[config.mk]
export PLATFORM = sky130hd
export DESIGN_NAME = eqs_status_regs
export DESIGN_NICKNAME = d
export VERILOG_FILES = /design/src/eqs_opc_tracker.v /design/src/eqs_status_regs.v
export VERILOG_INCLUDE_DIRS = /design/src /design/src/src
export SDC_FILE = /design/constraint.sdc
export NUM_CORES = 1
export LEC_CHECK = 0
export ABC_AREA = 1
export BUFFER_PORTS_ARGS = -buffer_cell sky130_fd_sc_hd__buf_4
export CORE_ASPECT_RATIO = 0.9
export CORE_UTILIZATION = 34
export DETAILED_ROUTE_END_ITERATION = 8
export GPL_ROUTABILITY_DRIVEN = 0
export PLACE_DENSITY_LB_ADDON = 0.2
export SYNTH_ARGS = -nofsm -noshare
export SYNTH_HDL_FRONTEND = slang
export SYNTH_HIERARCHICAL = 1
export SYNTH_SLANG_ARGS = --single-unit
[constraint.sdc]
create_clock -name clk -period 1.8 [get_ports clk]
set_clock_uncertainty 0.1 [all_clocks]
set_input_delay 0.09 -clock clk [delete_from_list [all_inputs] [get_ports clk]]
set_output_delay 0.09 -clock clk [all_outputs]
set_load 0.01 [all_outputs]
[src/eqs_status_map.vh]
// Constants and register layout for the event and quality status block.
// Summary of operation
// - Set event bit 0 when overlapped commands finish after an operation-complete request.
// - Event bit 1 always reads zero.
// - Query error sets event bit 2.
// - Device error sets event bit 3.
// - Execution error sets event bit 4.
// - Command syntax error sets event bit 5.
// - Power-on sets bit 7 until read/clear.
// - Clear status or event query clears flags.
// - Enable mask cleared at power-up or write 0.
// - Event summary when any enabled flag set.
// - Quality summary when any enabled bit set.
// - Measurement quality bit 3 set/cleared per measurement.
// - Calibration bit 8 follows zero/cal command result.
// - Self test bit 9 follows self test result.
// - Quality group 16 bits, bit 15 zero.
// - Summaries in status byte bits 3 and 5.
`ifndef EQS_STATUS_MAP_VH
`define EQS_STATUS_MAP_VH
`define EQS_EV_OPC      0
`define EQS_EV_UNUSED   1
`define EQS_EV_QUERY    2
`define EQS_EV_DEVICE   3
`define EQS_EV_EXEC     4
`define EQS_EV_CMD      5
`define EQS_EV_USER     6
`define EQS_EV_PWR      7
`define EQS_EV_RESET    8'h80
`define EQS_EV_VALID    8'hfd
`define EQS_QS_POWER    3
`define EQS_QS_CAL      8
`define EQS_QS_SELFTEST 9
`define EQS_QS_VALID    16'h0308
`define EQS_QS_RESET    16'h0000
`define EQS_EN_RESET    8'h00
`define EQS_QEN_RESET   16'h0000
`define EQS_SB_QUES     3
`define EQS_SB_EVENT    5
`endif

[src/eqs_opc_tracker.v]
// Operation-complete tracker: counts outstanding overlapped commands.
module eqs_opc_tracker #(
	parameter CNT_W = 8
) (
	// Clock and reset.
	input  wire clk,
	input  wire rst_n,
	// Overlapped command events.
	input  wire ovl_start,
	input  wire ovl_done,
	input  wire opc_req,
	// Completion pulse.
	output reg  opc_done
);
	reg [CNT_W-1:0] pend_r;  // Overlapped commands still running.
	reg             armed_r; // A completion request is waiting.
	reg [CNT_W-1:0] pend_nxt;

	// Next count; a start and finish in the same cycle cancel out.
	always @* begin
		pend_nxt = pend_r;
		if (ovl_start && !ovl_done)
			pend_nxt = pend_r + {{(CNT_W-1){1'b0}}, 1'b1};
		else if (!ovl_start && ovl_done && pend_r != {CNT_W{1'b0}})
			pend_nxt = pend_r - {{(CNT_W-1){1'b0}}, 1'b1};
	end

	// Fire once when the request is armed and nothing is pending.
	always @(posedge clk or negedge rst_n) begin
		if (!rst_n) begin
			pend_r   <= {CNT_W{1'b0}};
			armed_r  <= 1'b0;
			opc_done <= 1'b0;
		end else begin
			pend_r   <= pend_nxt;
			opc_done <= 1'b0;
			if ((armed_r || opc_req) && pend_nxt == {CNT_W{1'b0}}) begin
				// Every command issued before the request has finished.
				armed_r  <= 1'b0;
				opc_done <= 1'b1;
			end else if (opc_req) begin
				armed_r <= 1'b1;
			end
		end
	end
endmodule // eqs_opc_tracker

[src/eqs_status_regs.v]
// Standard event flags, their enable mask and the quality status group.
`include "eqs_status_map.vh"
module eqs_status_regs #(
	parameter OPC_CNT_W = 8
) (
	// Clock and asynchronous active-low reset.
	input  wire        clk,
	input  wire        rst_b,
	// Error and event sources, one-cycle pulses from instrument logic.
	input  wire        ovl_start,
	input  wire        ovl_done,
	input  wire        opc_cmd,
	input  wire        err_query,
	input  wire        err_device,
	input  wire        err_exec,
	input  wire        err_cmd,
	input  wire        user_req,
	// Common commands from the bus controller.
	input  wire        cls_cmd,
	input  wire        esr_query,
	input  wire        ese_write,
	input  wire [7:0]  ese_data,
	input  wire        qen_write,
	input  wire [15:0] qen_data,
	// Measurement quality reports.
	input  wire        meas_done,
	input  wire        meas_bad,
	input  wire        cal_done,
	input  wire        cal_err,
	input  wire        selftest_done,
	input  wire        selftest_fail,
	// Register views and summaries.
	output reg  [7:0]  esr_rdata,
	output reg  [7:0]  event_flags,
	output reg  [7:0]  event_enable,
	output reg  [15:0] ques_status,
	output reg  [15:0] ques_enable,
	output reg  [7:0]  stb_summary
);
	reg        rs1_r;    // Reset synchroniser first stage.
	reg        rst_n_r;  // Synchronised reset.
	wire       opc_pulse; // One-cycle completion event.
	reg  [7:0] ev_set;   // Bits raised by events this cycle.
	reg  [7:0] ev_nxt;
	reg [15:0] qs_nxt;
	reg [7:0]  ese_nxt;
	reg [15:0] qen_nxt;

	// Assertion is asynchronous, release is clocked through two stages.
	always @(posedge clk or negedge rst_b) begin
		if (!rst_b) begin
			rs1_r   <= 1'b0;
			rst_n_r <= 1'b0;
		end else begin
			rs1_r   <= 1'b1;
			rst_n_r <= rs1_r;
		end
	end

	eqs_opc_tracker #(.CNT_W(OPC_CNT_W)) u_opc (
		.clk       (clk),
		.rst_n     (rst_n_r),
		.ovl_start (ovl_start),
		.ovl_done  (ovl_done),
		.opc_req   (opc_cmd),
		.opc_done  (opc_pulse)
	);

	// Collect the event sources into their flag positions.
	always @* begin
		ev_set                  = 8'h00;
		ev_set[`EQS_EV_OPC]     = opc_pulse;
		ev_set[`EQS_EV_QUERY]   = err_query;
		ev_set[`EQS_EV_DEVICE]  = err_device;
		ev_set[`EQS_EV_EXEC]    = err_exec;
		ev_set[`EQS_EV_CMD]     = err_cmd;
		ev_set[`EQS_EV_USER]    = user_req;
	end

	// Flags: clear on status clear or query, but a new event in the
	// same cycle survives so it is never lost.
	always @* begin
		ev_nxt = event_flags;
		if (cls_cmd || esr_query)
			ev_nxt = 8'h00;
		ev_nxt = (ev_nxt | ev_set) & `EQS_EV_VALID;
	end

	// Enable masks take what the host writes, with quality mask bit 15 forced to zero; a zero clears them.
	always @* begin
		ese_nxt = ese_write ? ese_data : event_enable;
		qen_nxt = qen_write ? (qen_data & 16'h7fff) : ques_enable;
	end

	// Quality bits are conditions, updated by each reporting activity.
	always @* begin
		qs_nxt = ques_status;
		if (meas_done)
			qs_nxt[`EQS_QS_POWER] = meas_bad;
		if (cal_done)
			qs_nxt[`EQS_QS_CAL] = cal_err;
		if (selftest_done)
			qs_nxt[`EQS_QS_SELFTEST] = selftest_fail;
		qs_nxt = qs_nxt & `EQS_QS_VALID;
	end

	// Register state and the registered outputs.
	always @(posedge clk or negedge rst_n_r) begin
		if (!rst_n_r) begin
			event_flags  <= `EQS_EV_RESET;
			event_enable <= `EQS_EN_RESET;
			ques_status  <= `EQS_QS_RESET;
			ques_enable  <= `EQS_QEN_RESET;
			esr_rdata    <= 8'h00;
			stb_summary  <= 8'h00;
		end else begin
			event_flags  <= ev_nxt;
			event_enable <= ese_nxt;
			ques_status  <= qs_nxt;
			ques_enable  <= qen_nxt;
			// The query captures the flags before they are wiped.
			if (esr_query)
				esr_rdata <= event_flags | ev_set & `EQS_EV_VALID;
			// Summaries use next-state values so they track registers exactly.
			stb_summary <= 8'h00;
			stb_summary[`EQS_SB_QUES]  <= |(qs_nxt & qen_nxt);
			stb_summary[`EQS_SB_EVENT] <= |(ev_nxt & ese_nxt);
		end
	end
endmodule // eqs_status_regs

==> out/metrics.yaml <==
logic_synthesis:
  ys_seq_area_frac: 0.510
  yosysTopAreaCell: "dfrtp_1"
  yosysWarnings: 6
  synth.avg_cell_area_um2: 9.00
  synthTopCellsByArea: "dfrtp_1 50%, nand2_1 11%, buf_4 6.2%"
  synth-seq-cells: 54
  syn_inst: 295
  yosysTopAreaCellShare: 0.500
  yosysUniqueCellTypes: 28
  netlist_area_um2: 2650
cts:
  root_buffer: "clkbuf_8"
  clock_latency_ns: 0.29
  cts_tree: "done"
  cts_buffer_depth: 2
  clkTransAtPathRegs_ns: 0.09
  cts_num_sinks: 54
  numCtsBuffers: 5
  htree_levels: 2
routing:
  drtPass1Iterations: 4
  ant_nets: 0
  via_count: 2202
  drt_iter0_markers: 80
  drcViolationCount: 0
  viasPerCell: 4.23
  drt_wl_total_um: 5880
  wl_per_cell_um: 11.3
setup_path:
  path_cells: "inv_1 > ha_4 > nand2_4 > o21ai_4 > nand2_2 > nand2_2 > nand2_2 > nor2_4 > nand2_2 > nor2_1 > nor2_1"
  timing.rr.end: "u_opc/armed_r"
  crit_top_cell: "nand2_2"
  r2r_cells: 11
  reg2reg_from: "u_opc/pend_r[1]"
  critPathMaxFanout: 5
  slowest_delay_ns: 0.43
  r2r_slack_ns: 0.03
  endpoint: "u_opc/armed_r"
  start_kind: "register"
  critical_path_required_ns: 1.89
  cpMaxStageDelayCell: "dfrtp_1"
  cp-end-kind: "register"
  crit_type: "reg2reg"
  startpoint: "u_opc/pend_r[1]"
  cp.arrival_ns: 1.87
placed_design:
  dpl.hpwl_um: 4090
  place_inst: 472
  io_buffers: 84
  placed_area_um2: 3310
  place_ws_ns: -0.0169
sta:
  drv_slew: 0
  max_freq_mhz: 564
  grt_setup_unrepaired: "true"
  finalCriticalPeriod_ns: 1.77
  final-hold-violation-count: 0
  setup_viol: 0
  finalCritPeriodShare: 0.986
  postLayoutSetupSlackWorst_ns: 0.0256
  fin_setup_tns_ns: 0
power:
  power.internal_uw: 2630
  p_clk_frac: 0.248
  pwr-share-seq: 0.405
  p_switching_uw: 1310
  power_leakage_uw: 0.00199
  vdd_drop_max_v: 0.000465
  power_density_nw_per_um2: 1000
  p_comb_frac: 0.347
  switching_share: 0.333
floorplan:
  row_count: 30
  dieArea_um2: 8160
  die_h_um: 85.8
  core_um2: 7540
  start_util: 0.352
  num_io_pins: 108
  die_w_um: 95.1
status:
  status: "completed"
cells_and_area:
  n_fill_cell: 679
  nets: 471
  stdcell_area_um2: 3930
  n_antenna_cell: 0
  area_growth_pct: 47.9
  layout-drive-gt1-share: 0.346
  mostFrequentLayoutCell: "buf_4"
  fin_util: 0.520
  layout_common_cells: "87 x buf_4, 71 x nand2_1, 51 x dfrtp_1"
  fin_cells: 521
global_route:
  antenna_found_initial: 0
  grt_usage: 0.144
  grt_pass1_wl_um: 9250
  grt_max_degree: 43
  first_global_vias: 2067
  grt_overflow: 0
worst_hold_path:
  hold_path.class: "reg2async"
run:
  maxCapViolations: 0
power by group through the flow:
stage          clock, µW  sequential (µW)  combinational, µW
2_1_floorplan          0             1620                798
3_3_place_gp           0             1610               1160
3_5_place_dp           0             1610               1180
4_1_cts             1010             1590               1260
5_1_grt             1060             1630               1530
6_report             976             1600               1370
final cells by class:
| cell class | instances | area (µm²) | area share |
|---|---|---|---|
| clock buffers | 6 | 82.6 | 0.0210 |
| clock inverters | 2 | 60.1 | 0.0153 |
| inverters | 32 | 120 | 0.0306 |
| multi-input cells | 203 | 1110 | 0.284 |
| flip-flops and latches | 54 | 1360 | 0.345 |
| well taps | 96 | 120 | 0.0306 |
| repair buffers | 128 | 1070 | 0.274 |
Yosys cell counts:
library cell,number
o21ai_4,1
conb_1,2
o21ai_0,13
nor3b_1,1
nand3b_1,1
nor3_1,2
nor2_2,7
dfrtp_1,53
a21oi_1,7
or2_1,1
nor2_4,2
inv_1,31
buf_2,2
buf_6,3
ha_1,3
nand2_4,1
nor3_2,1
nor2_1,24
o21ai_1,1
mux2_2,14
nand4_1,3
buf_4,22
xor2_1,3
nand2_2,10
dfstp_2,1
nand2_1,75
nand3_1,10
inv_2,1
worst min path at each step:
stage	start	end	slack, ns
6_report	rst_n_r	ques_enable[14]	0.05
5_1_grt	ese_write	event_enable[2]	0.05
4_1_cts	ese_write	event_enable[2]	0.03
3_5_place_dp	rst_b	rs1_r	-0.23
3_3_place_gp	rst_b	rs1_r	-0.23
2_1_floorplan	rst_b	rs1_r	-0.31
critical path, delay by kind of cell, from the launching register on:
family	cells	cell delay [ns]
and+or+nand+nor	8	0.63
DFF	1	0.43
AOI/OAI and AO/OA	1	0.22
adders and majority gates	1	0.15
buffers and inverters	1	0.13
layer usage:
metal,GRT usage,vias up,wire [µm]
met4,0.0289,0,9
li1,-,1123,-
met5,0,-,0
met2,0.251,67,2940
met1,0.183,1010,2600
met3,0.0319,2,326
registers in the layout (all words and copies together), names as in the netlist:
| register | count |
|---|---|
| rst_n_r | 1 |
| stb_summary | 2 |
| ques_status | 3 |
| ques_enable | 15 |
| event_enable | 8 |
| rs1_r | 1 |
| esr_rdata | 7 |
| u_opc/opc_done | 1 |
| u_opc/pend_r | 8 |
| u_opc/armed_r | 1 |
| event_flags | 7 |
per-stage QoR:
stage	hold WS, ns	power (µW)
finish	0.0466	3940
detailed placement	-0.227	2790
CTS	0.0303	3860
global placement	-0.227	2770
global route	0.0512	4210
floorplan	-0.306	2420
repair_timing:
item	CTS	global route
pin swaps	1	5
hold buffers	40	0
setup buffers	0	1
hold endpoints to repair	41	0
resized for setup	2	15
gates cloned	0	0
endpoints found under the setup margin	1	2
kinds of logic (layout without fill, tap and decap cells):
| logic type | after synthesis | after routing | share of synthesized area |
|---|---|---|---|
| multiplexers | 14 | 14 | 0.0594 |
| AND/OR/NAND/NOR | 138 | 138 | 0.234 |
| AO/OA/AOI/OAI | 22 | 22 | 0.0457 |
| adder cells (fa/ha/maj) | 3 | 3 | 0.0141 |
| XOR/XNOR | 3 | 3 | 0.00990 |
| buffers and inverters | 59 | 168 | 0.124 |
| flip-flops | 54 | 54 | 0.510 |
| other | 2 | 23 | 0.00283 |
No activity file was read; power rests on OpenSTA's default activity.
